**src/rtl/dac_wave_defines.svh**
```systemverilog
`ifndef DAC_WAVE_DEFINES_SVH
`define DAC_WAVE_DEFINES_SVH

// ==========
// Register addresses, direct access
`define FUNC_CFG0_ADDR 8'h18
`define FUNC_CFG1_ADDR 8'h06
`define DATA0_ADDR 8'h1C
`define DATA1_ADDR 8'h19

// ==========
// PMBus command codes and pages
`define PM_PAGE_CMD 8'h00
`define PM_DATA_CMD 8'h21
`define PM_CFG0_CMD 8'hE0
`define PM_CFG1_CMD 8'hD4
`define PM_PAGE_CH0 8'h03
`define PM_PAGE_CH1 8'h00
`define PM_PAGE_COMMON 8'hFF
`define PM_PAGE_RESET 8'hFF

// ==========
// Reset values
`define CFG_RESET 16'h0000
`define DATA_RESET 16'h0000
`define CODE_RESET 12'h000

// ==========
// Field positions
`define SYNC_BIT 14
`define PHASE_MSB 12
`define PHASE_LSB 11
`define WAVE_MSB 10
`define WAVE_LSB 8
`define LOG_BIT 7
`define STEP_MSB 6
`define STEP_LSB 4
`define LRATE_MSB 3
`define LRATE_LSB 0
`define FRATE_MSB 3
`define FRATE_LSB 1
`define DATA_MSB 15
`define DATA_LSB 4

// ==========
// Field encodings
`define WAVE_TRI 3'h0
`define WAVE_SAW 3'h1
`define WAVE_INV 3'h2
`define WAVE_SINE 3'h4
`define WAVE_OFF 3'h7
`define RATE_NOSLEW 4'h0
`define PH_DEG_0 9'h000
`define PH_DEG_120 9'h078
`define PH_DEG_240 9'h0F0
`define PH_DEG_90 9'h05A
`define LOG_SHIFT 5

// ==========
// Time base: one tick every 40 ns
`define CLK_MHZ 250
`define TB_NS 40
`define TB_CYCLES ((`TB_NS * `CLK_MHZ) / 1000)

// Step intervals in ns, converted to time-base ticks
`define IV_TICKS(ns) ((ns) / `TB_NS)
`define IV_4000_NS 4000
`define IV_8000_NS 8000
`define IV_12000_NS 12000
`define IV_18000_NS 18000
`define IV_27040_NS 27040
`define IV_40480_NS 40480
`define IV_60720_NS 60720
`define IV_91120_NS 91120
`define IV_136720_NS 136720
`define IV_239200_NS 239200
`define IV_418640_NS 418640
`define IV_732560_NS 732560
`define IV_1282000_NS 1282000
`define IV_2564000_NS 2564000
`define IV_5127920_NS 5127920

`endif

```
**src/rtl/wave_pkg.sv**
```systemverilog
package wave_pkg;
    typedef enum logic [1:0] {ST_HOLD, ST_SLEW, ST_UP, ST_DOWN} chan_state_type;
endpackage

```
**src/rtl/dac_wave_top.sv**
```systemverilog
`timescale 1ns/1ps
`include "dac_wave_defines.svh"

// Overview of operation
// - Phase field decodes 0, 120, 240, 90 degrees
// - Waveform field picks triangle, saw, inverse, off; the sine code runs the triangle sequence
// - Mode bit low selects linear slew
// - Linear step sizes 1,2,3,4,6,8,16,32 LSB
// - Linear interval codes map 4 to 5127.92 us
// - Interval code zero jumps to margin directly
// - Mode bit high slews logarithmically between margins
// - Upward log step grows by 1/32
// - Downward log step shrinks by 1/32
// - Zero low margin starts log slew at one
// - Rising interval field times upward log slews
// - Falling interval field times downward log slews
// - Output code left aligned, low nibble ignored
// - Ten-bit variant ignores two further bits
// - Output codes at 1Ch, 19h, reset zero
// - PMBus reaches codes via page then 21h
// - Sync bit defers update to load trigger

module dac_wave_top
    import wave_pkg::*;
#(
    parameter int RES_BITS = 12,
    parameter int TICK_CYCLES = `TB_CYCLES
)
(
    input wire logic SYS_CLK,
    input wire logic RST_N,
    input wire logic PMBUS_SEL,
    input wire logic [7:0] REG_ADDR,
    input wire logic [15:0] REG_WDATA,
    input wire logic REG_WR,
    input wire logic REG_RD,
    output logic [15:0] REG_RDATA,
    output logic REG_RVALID,
    input wire logic LOAD_OUTPUT_TRIGGER_N,
    input wire logic SW_LOAD,
    input wire logic [11:0] MARGIN_HIGH0,
    input wire logic [11:0] MARGIN_LOW0,
    input wire logic [11:0] MARGIN_HIGH1,
    input wire logic [11:0] MARGIN_LOW1,
    input wire logic [1:0] MARGIN_EN,
    input wire logic [1:0] MARGIN_HIGH_SEL,
    output logic [11:0] OUT_CODE0,
    output logic [11:0] OUT_CODE1,
    output logic [8:0] PHASE_DEG0,
    output logic [8:0] PHASE_DEG1
);

    localparam int CODE_W = 12;
    localparam int TC_W = 8;
    // Bits of the left-aligned field that a narrower variant stores
    localparam logic [15:0] DATA_MASK = 16'(((1 << RES_BITS) - 1) << (16 - RES_BITS));

    // ==========
    // Registers
    logic [15:0] wavegen_config_field0_reg, wavegen_config_field0_next;
    logic [15:0] wavegen_config_field1_reg, wavegen_config_field1_next;
    logic [15:0] chan0_output_code_reg, chan0_output_code_next;
    logic [15:0] chan1_output_code_reg, chan1_output_code_next;
    logic [7:0] page_reg, page_next;
    logic [15:0] rdata_reg, rdata_next;
    logic rvalid_reg, rvalid_next;
    logic [CODE_W-1:0] active0_reg, active0_next;
    logic [CODE_W-1:0] active1_reg, active1_next;
    logic [8:0] phase0_reg, phase0_next;
    logic [8:0] phase1_reg, phase1_next;

    logic sel_cfg0, sel_cfg1, sel_data0, sel_data1, sel_page;
    logic [15:0] wr_data_masked;
    logic load_evt;

    function automatic logic [8:0] phase_deg(input logic [1:0] sel);
        case (sel)
            2'h1: phase_deg = `PH_DEG_120;
            2'h2: phase_deg = `PH_DEG_240;
            2'h3: phase_deg = `PH_DEG_90;
            default: phase_deg = `PH_DEG_0;
        endcase
    endfunction

    // ==========
    // Load trigger pin: three stages, falling edge once the last two stages agree
    logic [2:0] ld_sync_reg, ld_sync_next;
    logic ld_level_reg, ld_level_next;
    logic pin_fall;

    always_comb
    begin
        ld_sync_next = {ld_sync_reg[1:0], LOAD_OUTPUT_TRIGGER_N};
        ld_level_next = ld_level_reg;
        if (ld_sync_reg[1] == ld_sync_reg[2])
            ld_level_next = ld_sync_reg[2];
        pin_fall = ld_level_reg && !ld_level_next;
    end

    always_ff @(posedge SYS_CLK)
    begin
        if (!RST_N)
        begin
            ld_sync_reg <= 3'h7;
            ld_level_reg <= 1'b1;
        end
        else
        begin
            ld_sync_reg <= ld_sync_next;
            ld_level_reg <= ld_level_next;
        end
    end

    // ==========
    // Time base divider
    logic [TC_W-1:0] tb_cnt_reg, tb_cnt_next;
    logic tick_reg, tick_next;

    always_comb
    begin
        tick_next = (tb_cnt_reg == TC_W'(TICK_CYCLES - 1));
        tb_cnt_next = tick_next ? '0 : tb_cnt_reg + TC_W'(1);
    end

    always_ff @(posedge SYS_CLK)
    begin
        if (!RST_N)
        begin
            tb_cnt_reg <= '0;
            tick_reg <= 1'b0;
        end
        else
        begin
            tb_cnt_reg <= tb_cnt_next;
            tick_reg <= tick_next;
        end
    end

    // ==========
    // Register access
    always_comb
    begin
        // Direct map and PMBus map share one port; the page steers PMBus
        if (PMBUS_SEL)
        begin
            sel_page = (REG_ADDR == `PM_PAGE_CMD);
            sel_cfg0 = (page_reg == `PM_PAGE_COMMON) && (REG_ADDR == `PM_CFG0_CMD);
            sel_cfg1 = (page_reg == `PM_PAGE_COMMON) && (REG_ADDR == `PM_CFG1_CMD);
            sel_data0 = (page_reg == `PM_PAGE_CH0) && (REG_ADDR == `PM_DATA_CMD);
            sel_data1 = (page_reg == `PM_PAGE_CH1) && (REG_ADDR == `PM_DATA_CMD);
        end
        else
        begin
            sel_page = 1'b0;
            sel_cfg0 = (REG_ADDR == `FUNC_CFG0_ADDR);
            sel_cfg1 = (REG_ADDR == `FUNC_CFG1_ADDR);
            sel_data0 = (REG_ADDR == `DATA0_ADDR);
            sel_data1 = (REG_ADDR == `DATA1_ADDR);
        end
        wr_data_masked = REG_WDATA & DATA_MASK;
        load_evt = pin_fall || SW_LOAD;

        page_next = (REG_WR && sel_page) ? REG_WDATA[7:0] : page_reg;
        wavegen_config_field0_next = (REG_WR && sel_cfg0) ? REG_WDATA : wavegen_config_field0_reg;
        wavegen_config_field1_next = (REG_WR && sel_cfg1) ? REG_WDATA : wavegen_config_field1_reg;
        chan0_output_code_next = (REG_WR && sel_data0) ? wr_data_masked : chan0_output_code_reg;
        chan1_output_code_next = (REG_WR && sel_data1) ? wr_data_masked : chan1_output_code_reg;

        // Immediate update unless the channel waits for a load event
        active0_next = active0_reg;
        if (!wavegen_config_field0_reg[`SYNC_BIT] || load_evt)
            active0_next = chan0_output_code_next[`DATA_MSB:`DATA_LSB];
        active1_next = active1_reg;
        if (!wavegen_config_field1_reg[`SYNC_BIT] || load_evt)
            active1_next = chan1_output_code_next[`DATA_MSB:`DATA_LSB];

        phase0_next = phase_deg(wavegen_config_field0_reg[`PHASE_MSB:`PHASE_LSB]);
        phase1_next = phase_deg(wavegen_config_field1_reg[`PHASE_MSB:`PHASE_LSB]);

        rvalid_next = REG_RD;
        rdata_next = rdata_reg;
        if (REG_RD)
        begin
            if (sel_page)
                rdata_next = {8'h00, page_reg};
            else if (sel_cfg0)
                rdata_next = wavegen_config_field0_reg;
            else if (sel_cfg1)
                rdata_next = wavegen_config_field1_reg;
            else if (sel_data0)
                rdata_next = chan0_output_code_reg;
            else if (sel_data1)
                rdata_next = chan1_output_code_reg;
            else
                rdata_next = 16'h0000;
        end
    end

    always_ff @(posedge SYS_CLK)
    begin
        if (!RST_N)
        begin
            page_reg <= `PM_PAGE_RESET;
            wavegen_config_field0_reg <= `CFG_RESET;
            wavegen_config_field1_reg <= `CFG_RESET;
            chan0_output_code_reg <= `DATA_RESET;
            chan1_output_code_reg <= `DATA_RESET;
            active0_reg <= `CODE_RESET;
            active1_reg <= `CODE_RESET;
            phase0_reg <= `PH_DEG_0;
            phase1_reg <= `PH_DEG_0;
            rdata_reg <= 16'h0000;
            rvalid_reg <= 1'b0;
        end
        else
        begin
            page_reg <= page_next;
            wavegen_config_field0_reg <= wavegen_config_field0_next;
            wavegen_config_field1_reg <= wavegen_config_field1_next;
            chan0_output_code_reg <= chan0_output_code_next;
            chan1_output_code_reg <= chan1_output_code_next;
            active0_reg <= active0_next;
            active1_reg <= active1_next;
            phase0_reg <= phase0_next;
            phase1_reg <= phase1_next;
            rdata_reg <= rdata_next;
            rvalid_reg <= rvalid_next;
        end
    end

    // ==========
    // Channels; sine shares the triangle sequence, a limitation
    logic [CODE_W-1:0] ch0_code;
    logic [CODE_W-1:0] ch1_code;

    wave_channel #(
        .CODE_W(CODE_W)
    ) u_chan0 (
        .clk(SYS_CLK),
        .rst_n(RST_N),
        .tick(tick_reg),
        .cfg(wavegen_config_field0_reg),
        .margin_hi(MARGIN_HIGH0),
        .margin_lo(MARGIN_LOW0),
        .margin_en(MARGIN_EN[0]),
        .margin_high_sel(MARGIN_HIGH_SEL[0]),
        .hold_code(active0_reg),
        .code_out(ch0_code)
    );

    wave_channel #(
        .CODE_W(CODE_W)
    ) u_chan1 (
        .clk(SYS_CLK),
        .rst_n(RST_N),
        .tick(tick_reg),
        .cfg(wavegen_config_field1_reg),
        .margin_hi(MARGIN_HIGH1),
        .margin_lo(MARGIN_LOW1),
        .margin_en(MARGIN_EN[1]),
        .margin_high_sel(MARGIN_HIGH_SEL[1]),
        .hold_code(active1_reg),
        .code_out(ch1_code)
    );

    assign OUT_CODE0 = ch0_code;
    assign OUT_CODE1 = ch1_code;
    assign PHASE_DEG0 = phase0_reg;
    assign PHASE_DEG1 = phase1_reg;
    assign REG_RDATA = rdata_reg;
    assign REG_RVALID = rvalid_reg;

endmodule

```
**src/rtl/wave_channel.sv**
```systemverilog
`timescale 1ns/1ps
`include "dac_wave_defines.svh"

module wave_channel
    import wave_pkg::*;
#(
    parameter int CODE_W = 12,
    parameter int TICK_W = 17
)
(
    input wire logic clk,
    input wire logic rst_n,
    input wire logic tick,
    input wire logic [15:0] cfg,
    input wire logic [CODE_W-1:0] margin_hi,
    input wire logic [CODE_W-1:0] margin_lo,
    input wire logic margin_en,
    input wire logic margin_high_sel,
    input wire logic [CODE_W-1:0] hold_code,
    output logic [CODE_W-1:0] code_out
);

    // ==========
    // Table lookups
    function automatic logic [TICK_W-1:0] lin_ticks(input logic [3:0] sel);
        int ns;
        case (sel)
            4'h1: ns = `IV_4000_NS;
            4'h2: ns = `IV_8000_NS;
            4'h3: ns = `IV_12000_NS;
            4'h4: ns = `IV_18000_NS;
            4'h5: ns = `IV_27040_NS;
            4'h6: ns = `IV_40480_NS;
            4'h7: ns = `IV_60720_NS;
            4'h8: ns = `IV_91120_NS;
            4'h9: ns = `IV_136720_NS;
            4'hA: ns = `IV_239200_NS;
            4'hB: ns = `IV_418640_NS;
            4'hC: ns = `IV_732560_NS;
            4'hD: ns = `IV_1282000_NS;
            4'hE: ns = `IV_2564000_NS;
            4'hF: ns = `IV_5127920_NS;
            default: ns = `IV_4000_NS;
        endcase
        lin_ticks = TICK_W'(`IV_TICKS(ns));
    endfunction

    function automatic logic [TICK_W-1:0] log_ticks(input logic [2:0] sel);
        int ns;
        case (sel)
            3'h0: ns = `IV_4000_NS;
            3'h1: ns = `IV_12000_NS;
            3'h2: ns = `IV_27040_NS;
            3'h3: ns = `IV_60720_NS;
            3'h4: ns = `IV_136720_NS;
            3'h5: ns = `IV_418640_NS;
            3'h6: ns = `IV_1282000_NS;
            default: ns = `IV_5127920_NS;
        endcase
        log_ticks = TICK_W'(`IV_TICKS(ns));
    endfunction

    function automatic logic [5:0] lin_step(input logic [2:0] sel);
        case (sel)
            3'h0: lin_step = 6'h01;
            3'h1: lin_step = 6'h02;
            3'h2: lin_step = 6'h03;
            3'h3: lin_step = 6'h04;
            3'h4: lin_step = 6'h06;
            3'h5: lin_step = 6'h08;
            3'h6: lin_step = 6'h10;
            default: lin_step = 6'h20;
        endcase
    endfunction

    // ==========
    // Stepping arithmetic
    chan_state_type state_reg, state_next;
    logic [CODE_W-1:0] code_reg, code_next;
    logic [TICK_W-1:0] cnt_reg, cnt_next;

    logic [2:0] wave;
    logic log_mode;
    logic [CODE_W-1:0] target;
    logic going_up;
    logic [CODE_W-1:0] step;
    logic [CODE_W-1:0] log_inc;
    logic [TICK_W-1:0] interval;
    logic step_evt;
    logic [CODE_W:0] sum_up;
    logic [CODE_W-1:0] up_code;
    logic [CODE_W-1:0] dn_code;
    logic [CODE_W-1:0] slew_up_code;
    logic [CODE_W-1:0] slew_dn_code;

    always_comb
    begin
        wave = cfg[`WAVE_MSB:`WAVE_LSB];
        log_mode = cfg[`LOG_BIT];
        target = margin_high_sel ? margin_hi : margin_lo;
        going_up = (state_reg == ST_DOWN) ? 1'b0 :
                   (state_reg == ST_UP) ? 1'b1 : (target > code_reg);
        log_inc = code_reg >> `LOG_SHIFT;
        if (log_inc == '0)
            log_inc = {{(CODE_W-1){1'b0}}, 1'b1};
        if (log_mode)
            step = log_inc;
        else
            step = {{(CODE_W-6){1'b0}}, lin_step(cfg[`STEP_MSB:`STEP_LSB])};
        if (!log_mode)
            interval = lin_ticks(cfg[`LRATE_MSB:`LRATE_LSB]);
        else if (going_up)
            interval = log_ticks(cfg[`STEP_MSB:`STEP_LSB]);
        else
            interval = log_ticks(cfg[`FRATE_MSB:`FRATE_LSB]);
        step_evt = tick && (cnt_reg >= interval - TICK_W'(1));
        // Clamp against both bounds so a large step never overshoots
        sum_up = {1'b0, code_reg} + {1'b0, step};
        up_code = (sum_up >= {1'b0, margin_hi}) ? margin_hi : sum_up[CODE_W-1:0];
        dn_code = (code_reg <= margin_lo || (code_reg - margin_lo) <= step) ?
                  margin_lo : code_reg - step;
        slew_up_code = (sum_up >= {1'b0, target}) ? target : sum_up[CODE_W-1:0];
        slew_dn_code = (code_reg <= target || (code_reg - target) <= step) ?
                       target : code_reg - step;
    end

    // ==========
    // Sequencing
    always_comb
    begin
        state_next = state_reg;
        code_next = code_reg;
        cnt_next = cnt_reg;
        if (tick)
            cnt_next = step_evt ? '0 : cnt_reg + TICK_W'(1);
        if (wave != `WAVE_OFF)
        begin
            case (state_reg)
                ST_UP:
                begin
                    if (step_evt)
                    begin
                        if (code_reg >= margin_hi)
                        begin
                            if (wave == `WAVE_SAW)
                                code_next = margin_lo;
                            else
                                state_next = ST_DOWN;
                        end
                        else
                            code_next = up_code;
                    end
                end
                ST_DOWN:
                begin
                    if (step_evt)
                    begin
                        if (code_reg <= margin_lo)
                        begin
                            if (wave == `WAVE_INV)
                                code_next = margin_hi;
                            else
                                state_next = ST_UP;
                        end
                        else
                            code_next = dn_code;
                    end
                end
                default:
                begin
                    cnt_next = '0;
                    state_next = (wave == `WAVE_INV) ? ST_DOWN : ST_UP;
                    code_next = (wave == `WAVE_INV) ? margin_hi : margin_lo;
                end
            endcase
        end
        else if (margin_en)
        begin
            state_next = ST_SLEW;
            if (state_reg != ST_SLEW)
                cnt_next = '0;
            if (!log_mode && cfg[`LRATE_MSB:`LRATE_LSB] == `RATE_NOSLEW)
                code_next = target;
            else if (log_mode && going_up && code_reg == '0)
                code_next = {{(CODE_W-1){1'b0}}, 1'b1};
            else if (step_evt && code_reg != target)
                code_next = going_up ? slew_up_code : slew_dn_code;
        end
        else
        begin
            state_next = ST_HOLD;
            code_next = hold_code;
        end
    end

    always_ff @(posedge clk)
    begin
        if (!rst_n)
        begin
            state_reg <= ST_HOLD;
            code_reg <= `CODE_RESET;
            cnt_reg <= '0;
        end
        else
        begin
            state_reg <= state_next;
            code_reg <= code_next;
            cnt_reg <= cnt_next;
        end
    end

    assign code_out = code_reg;

endmodule

```
**config.mk**
```make
export PLATFORM = sky130hd
export DESIGN_NAME = dac_wave_top
export DESIGN_NICKNAME = d
export VERILOG_FILES = /design/src/rtl/wave_pkg.sv /design/src/rtl/dac_wave_top.sv /design/src/rtl/wave_channel.sv
export VERILOG_INCLUDE_DIRS = /design/src /design/src/rtl
export SDC_FILE = /design/constraint.sdc
export NUM_CORES = 1
export LEC_CHECK = 0
export ABC_AREA = 1
export ABC_CLOCK_PERIOD_IN_PS = 25900
export BUFFER_PORTS_ARGS = -buffer_cell sky130_fd_sc_hd__clkbuf_2
export CORE_MARGIN = 2
export CORE_UTILIZATION = 45
export CTS_CLUSTER_SIZE = 40
export DETAILED_ROUTE_END_ITERATION = 7
export PLACE_DENSITY = 0.66
export SKIP_LAST_GASP = 1
export SLEW_MARGIN = 10
export SYNTH_ARGS = -nofsm -noshare
export SYNTH_HDL_FRONTEND = slang
export SYNTH_SLANG_ARGS = --single-unit
```
**constraint.sdc**
```tcl
create_clock -name SYS_CLK -period 25.9 [get_ports SYS_CLK]
set_input_delay 3.885 -clock SYS_CLK [delete_from_list [all_inputs] [get_ports SYS_CLK]]
set_output_delay 3.885 -clock SYS_CLK [all_outputs]
set_load 0.02 [all_outputs]
```
==> flow_summary.yaml, run 1 <==
flow_run:
  drv_cap: 0
setup_path:
  r2r-start: "u_chan1.code_out[0]"
  cp_max_fo: 25
  start_kind: "input port"
  crit_top_cell: "nand2_1"
  crit_start: "MARGIN_HIGH_SEL[1]"
  r2r-end: "u_chan1.code_out[0]"
  crit_required_ps: 26330
  rr_worst_depth: 98
  cpPeakStageDelay_ps: 790
  worstSetupPathType: "input port to flop"
  crit_end: "u_chan1.code_out[0]"
  crit_path_top_delay_cell: "o21ai_0"
  end_kind: "flop"
  r2r_slack_ps: 12410
  arrival_ps: 17570
routing:
  via_count: 27100
  drt-pass1-iter-count: 6
  wl_um: 83100
  routed_via_density: 5.56
  drtIter0Drc: 2604
  ant_nets: 0
  drc: 0
  wire_per_inst_um: 17.1
global_routing:
  grt_max_degree: 94
  busiest_layer: "met2"
  grt_pass1_wl_um: 133000
  antenna_found_initial: 5
  grt_overflow: 0
  grtUsageTotal_pct: 27.4
  grt_use_met3_pct: 4.03
  use_met1_pct: 36.5
  first_global_vias: 24900
  grt_use_met2_pct: 44.9
clocking:
  cts.sink_count: 228
  cts_root_buffer: "clkbuf_16"
  cts_buffers: 27
  htreeDepth: 1
  cts_tree: "yes"
  path_clk_slew_ps: 70
  post_cts_buffers: 0
  cts_buffer_depth: 3
  insertion_delay_ps: 550
  holdBufCountCts: 0
  cts_resized: 0
finish:
  nNetsFinal: 4429
  final_core_util_pct: 49.3
  synthToLayoutAreaGrowth_pct: 8.55
  drive_gt1_share_pct: 12.2
  regArea_um2: 4560
  fillers: 5888
  multi_input_area_um2: 17900
timing:
  hold_violations: 0
  rsz0062_at_grt: "no"
  tns_ps: 0
  final-max-slew-violation-count: 0
  tightestPinTransition_ps: 1100
  finalCritPeriodShare_pct: 66.2
  clock_skew_ps: 18.3
  clock.fmax_mhz: 58.3
  period_minus_slack_ps: 17140
  finalSetupViolations: 0
  hold_slack_ps: 422
  maxSlewHeadroom_pct: 26.0
power_and_ir_drop:
  ir_drop_v: 0.0000545
  intPower_mw: 0.818
  power_frac_seq_pct: 25.8
  p_total_mw: 1.44
  pwr-share-clk_pct: 27.4
  p_sw_mw: 0.619
  combPwrFrac_pct: 46.7
  powerDensity_nw_per_um2: 51.8
  swShare_pct: 43.1
  leakagePower_nw: 13.8
die:
  pin_count: 142
  fp.coreArea_um2: 56300
  die_h_um: 242
  placementRows: 87
  initial_core_util_pct: 45.5
  die_w_um: 242
  die_area_um2: 58800
yosys:
  yosysMostFrequentCell: "nand2_1"
  synth_common_cells: "nand2_1 (667), inv_1 (578), o21ai_0 (401), a21oi_1 (336), nor2_1 (297)"
  synth_top_area_share_pct: 17.8
  syn_inst: 4031
  ys.flop_type: "dfxtp_1"
  synthTopCellsByArea: "dfxtp_1 (18%), ha_1 (12%), nand2_1 (9.8%)"
  seq_area_frac_synth_pct: 17.8
  synth.distinct_cells: 70
  ys_async_sr_fraction_pct: 0
  syn_avg_cell_area_um2: 6.35
  synth_enable_flop_cells: 0
  ys_warn_count: 0
  synth_area_leader_cell: "dfxtp_1"
  ys_ff_latch: 228
  netlist_area_um2: 25600
min_path:
  hp-class: "flop to flop"
placed_design:
  detailed_place_hpwl_um: 65500
  globalplace.congestion: 0.997
  port_buffers: 135
run_status:
  outcome: "complete, no violations"
-- how the worst min path moves through the flow --
stage                           to  cells past startpoint  slack [ps]            from
floorplan           ld_sync_reg[2]                      2         390  ld_sync_reg[1]
global placement    ld_sync_reg[1]                      1         400  ld_sync_reg[0]
detailed placement  ld_sync_reg[1]                      1         400  ld_sync_reg[0]
CTS                 ld_sync_reg[1]                      1         430  ld_sync_reg[0]
global route        ld_sync_reg[2]                      2         440  ld_sync_reg[1]
finish              ld_sync_reg[1]                      1         420  ld_sync_reg[0]
-- cell type report --
| class | instances | area share [%] |
|---|---|---|
| tap | 756 | 3.41 |
| sequential | 228 | 16.4 |
| timing repair buffer | 169 | 3.36 |
| clock buffer | 34 | 2.67 |
| inverter | 664 | 9.07 |
| antenna | 1 | 0.00901 |
| multi-input combinational | 3005 | 64.5 |
| clock inverter | 12 | 0.572 |
-- kinds of logic after synthesis --
group           after synthesis  synth area share (%)
compound gates             1064                  24.1
xor+xnor                    114                  3.96
fa+ha+maj                   251                  12.5
buf+inv                     803                  12.3
flops                       228                  17.8
other cells                   1                0.0147
simple gates               1570                  29.2
-- per-stage QoR --
| stage | instance area, um^2 | cells | setup slack, ps |
|---|---|---|---|
| detailed placement | 26900 | 4822 | 8320 |
| global route | 27800 | 4869 | 7130 |
| finish | 27800 | 4869 | 8760 |
| CTS | 27800 | 4868 | 8820 |
| floorplan | 25600 | 4036 | 11040 |
| global placement | 26900 | 4822 | 8320 |
-- cell usage in the layout (no fill, tap or decap), types with 7 or more instances in the layout --
| cell | synthesis | layout |
|---|---|---|
| nor4_1 | 25 | 25 |
| nand4_1 | 62 | 62 |
| a21oi_1 | 336 | 336 |
| ha_1 | 243 | 243 |
| o21a_1 | 19 | 19 |
| a221oi_1 | 7 | 7 |
| o211ai_1 | 75 | 75 |
| o21ai_1 | 11 | 11 |
| nand2_2 | 99 | 99 |
| buf_4 | 9 | 35 |
| a21o_1 | 11 | 11 |
| a22oi_1 | 7 | 7 |
| nand2_4 | 42 | 42 |
| dfxtp_1 | 228 | 228 |
| clkbuf_16 | 0 | 27 |
| o22ai_1 | 33 | 33 |
| o221ai_1 | 57 | 57 |
| a211oi_1 | 10 | 10 |
| a31oi_1 | 34 | 34 |
| nor2_2 | 9 | 10 |
| o31ai_1 | 10 | 10 |
| inv_2 | 60 | 61 |
| clkinv_1 | 16 | 15 |
| fa_1 | 8 | 8 |
| nand3_1 | 206 | 206 |
| nor3_1 | 92 | 90 |
| xor2_1 | 95 | 95 |
| or2_2 | 10 | 10 |
| nand2_1 | 667 | 667 |
| nand3_2 | 34 | 34 |
| inv_1 | 578 | 578 |
| clkbuf_2 | 1 | 134 |
| o21ai_0 | 401 | 401 |
| o21bai_1 | 20 | 20 |
| clkinv_2 | 6 | 8 |
| nor2_1 | 297 | 296 |
| xnor2_1 | 18 | 18 |
-- power groups by stage --
| stage | Sequential, mW | Clock [mW] | Combinational (mW) |
|---|---|---|---|
| final | 0.371 | 0.394 | 0.672 |
| after global routing | 0.372 | 0.413 | 0.753 |
| after CTS | 0.371 | 0.400 | 0.665 |
| after detailed placement | 0.378 | 0 | 0.662 |
| after global placement | 0.379 | 0 | 0.660 |
| after floorplan | 0.380 | 0 | 0.495 |
-- routing by layer --
layer / vias to the layer above / share of wire [%]
met4: 8 / 3.3
met3: 165 / 8.1
met1: 12200 / 44
met2: 1022 / 45
li1: 13700 / -
met5: - / 0.052
-- critical path: cells and delay by family --
family                     cells  cell delay [ps]
AOI/OAI and AO/OA              7             2040
and+or+nand+nor               72             8360
xor gates and xnor gates       1              170
adders and majority gates      4             1110
buffers and inverters         13             1940
No activity file was read; power rests on OpenSTA's default activity.
==> inputs of run 2 (changes only) <==
Settings changed: ABC_CLOCK_PERIOD_IN_PS 25900 to 14900, PLACE_DENSITY 0.66 to 0.68.
Clock period 25.9 ns to 14.9 ns, I/O delays scaled along.
==> flow_summary.yaml, run 2 (same netlist as run 1, synthesis figures left out) <==
run_status:
  outcome: "complete, no violations"
routing:
  wl_met3_um: 6930
  wire_per_inst_um: 16.9
  routed_via_density: 5.60
  ant_nets: 0
  drtIter0Drc: 3008
  wl_met2_um: 36900
  wl_um: 83200
  drt-pass1-iter-count: 6
  wl_met1_um: 36700
  via_count: 27600
  dr.max_layer_used: "met5"
  drc: 0
clocking:
  holdBufCountCts: 0
  cts_root_buffer: "clkbuf_16"
  insertion_delay_ps: 570
  cts.sink_count: 228
  cts_buffers: 28
  cts_buffer_depth: 3
  htreeDepth: 1
  path_clk_slew_ps: 60
  cts_tree: "yes"
power_and_ir_drop:
  leakagePower_nw: 14.2
  p_total_mw: 2.64
  intPower_mw: 1.54
  power_frac_seq_pct: 24.6
  swShare_pct: 41.6
  pwr-share-clk_pct: 28.6
  powerDensity_nw_per_um2: 92.3
  combPwrFrac_pct: 46.8
  ir_drop_v: 0.0000926
  p_sw_mw: 1.10
setup_path:
  crit_start: "MARGIN_HIGH1[0]"
  r2r-start: "u_chan1.code_out[0]"
  crit_end: "u_chan1.code_out[0]"
  cp_max_fo: 12
  r2r_slack_ps: 2380
  cp_num_cells: 117
  crit_top_cell: "nand2_4"
  crit_path_top_delay_cell: "a2111oi_1"
  cp_num_buf_inv: 18
  rr_worst_depth: 112
  r2r-end: "u_chan1.code_out[0]"
  start_kind: "input port"
  cpPeakStageDelay_ps: 400
  arrival_ps: 14450
  worstSetupPathType: "input port to flop"
  crit_required_ps: 15360
  end_kind: "flop"
  critical-path-top-delay-family: "simple AND/OR/NAND/NOR gates"
die:
  fp.coreArea_um2: 56300
  pin_count: 142
  initial_core_util_pct: 45.5
  die_h_um: 242
  die_area_um2: 58800
  die_w_um: 242
  placementRows: 87
min_path:
  hp-class: "flop to flop"
  hold_start: "ld_sync_reg[0]"
finish:
  final_core_util_pct: 50.9
  synthToLayoutAreaGrowth_pct: 11.9
  final_cell_mix: "nand2_1 (657), inv_1 (569), o21ai_0 (386)"
  final_area_um2: 28600
  mostFrequentLayoutCell: "nand2_1"
  fillers: 5838
  instances_no_fill: 4924
  nNetsFinal: 4479
  drive_gt1_share_pct: 14.7
placed_design:
  globalplace.congestion: 0.983
  place_area_um2: 27000
  dp.cells: 4838
  detailed_place_hpwl_um: 63900
  port_buffers: 135
timing:
  clock.fmax_mhz: 71.5
  maxSlewHeadroom_pct: 30.2
  tightestPinTransition_ps: 1040
  clock_skew_ps: 23.3
  final-max-slew-violation-count: 0
  finalSetupViolations: 0
  finalCritPeriodShare_pct: 93.9
  period_minus_slack_ps: 13990
  hold_violations: 0
global_routing:
  grt_pass1_wl_um: 131000
  grt_max_degree: 72
  antenna_found_initial: 3
  grtUsageTotal_pct: 26.9
  first_global_vias: 25000
  grt_overflow: 0
flow_run:
  drv_cap: 0
-- run 2: changes by cell type in the layout (fill, tap and decap cells not counted), sizes merged --
cell / previous run / this run
buf: 35 / 85
clkinv: 26 / 23
bufinv: 3 / 5
clkbuf: 168 / 170
diode: 1 / 3
clkinvlp: 2 / 3
inv: 645 / 646
-- run 2: layout make-up --
type	count	area [um^2]	area share (%)
timing repair inverter	1	7.51	0.0262
inverter	664	2530	8.82
clock inverter	12	210	0.734
antenna	3	7.51	0.0262
tap	756	946	3.30
multi-input combinational	3005	18200	63.6
timing repair buffer	217	1320	4.62
clock buffer	38	828	2.89
sequential	228	4560	15.9
-- run 2: metal layers --
metal	up-vias	track usage (%)
met5	-	0
met4	2	8.44
met3	170	2.84
met2	1134	43.8
met1	12500	37.3
li1	13800	-
-- run 2: worst min-delay path by stage --
stage | end | slack, ps | cells past startpoint
after global placement | ld_sync_reg[1] | 400 | 1
final | ld_sync_reg[1] | 420 | 1
after floorplan | ld_sync_reg[2] | 390 | 2
after global routing | ld_sync_reg[1] | 440 | 1
after detailed placement | ld_sync_reg[1] | 410 | 1
after CTS | ld_sync_reg[1] | 420 | 1
-- run 2: power groups by stage --
stage | combinational, mW | sequential, mW | clock (mW)
after floorplan | 0.861 | 0.660 | 0
after global placement | 1.13 | 0.662 | 0
after detailed placement | 1.14 | 0.662 | 0
after CTS | 1.15 | 0.648 | 0.768
after global routing | 1.38 | 0.651 | 0.795
final | 1.24 | 0.650 | 0.756
-- run 2: worst reg2reg max path: cells and delay by family (launching register included) --
family | cells | cell delay, ps
and+or+nand+nor | 83 | 7630
AOI/OAI and AO/OA | 7 | 1310
adders and majority gates | 5 | 1130
xor gates and xnor gates | 1 | 170
DFF | 1 | 550
buffers and inverters | 16 | 1650
-- run 2: repair_timing --
item | CTS | global route
endpoints found under the setup margin | 0 | 60
setup buffers | 0 | 30
gates resized for setup | 0 | 115
-- run 2: per-stage QoR --
step / hold WS (ps) / TNS, ps / setup slack [ps]
floorplan: 392 / 0 / 1690
global placement: 402 / -1180 / -114
detailed placement: 405 / -3570 / -217
CTS: 424 / 0 / 358
global route: 438 / -2850 / -170
finish: 418 / 0 / 909
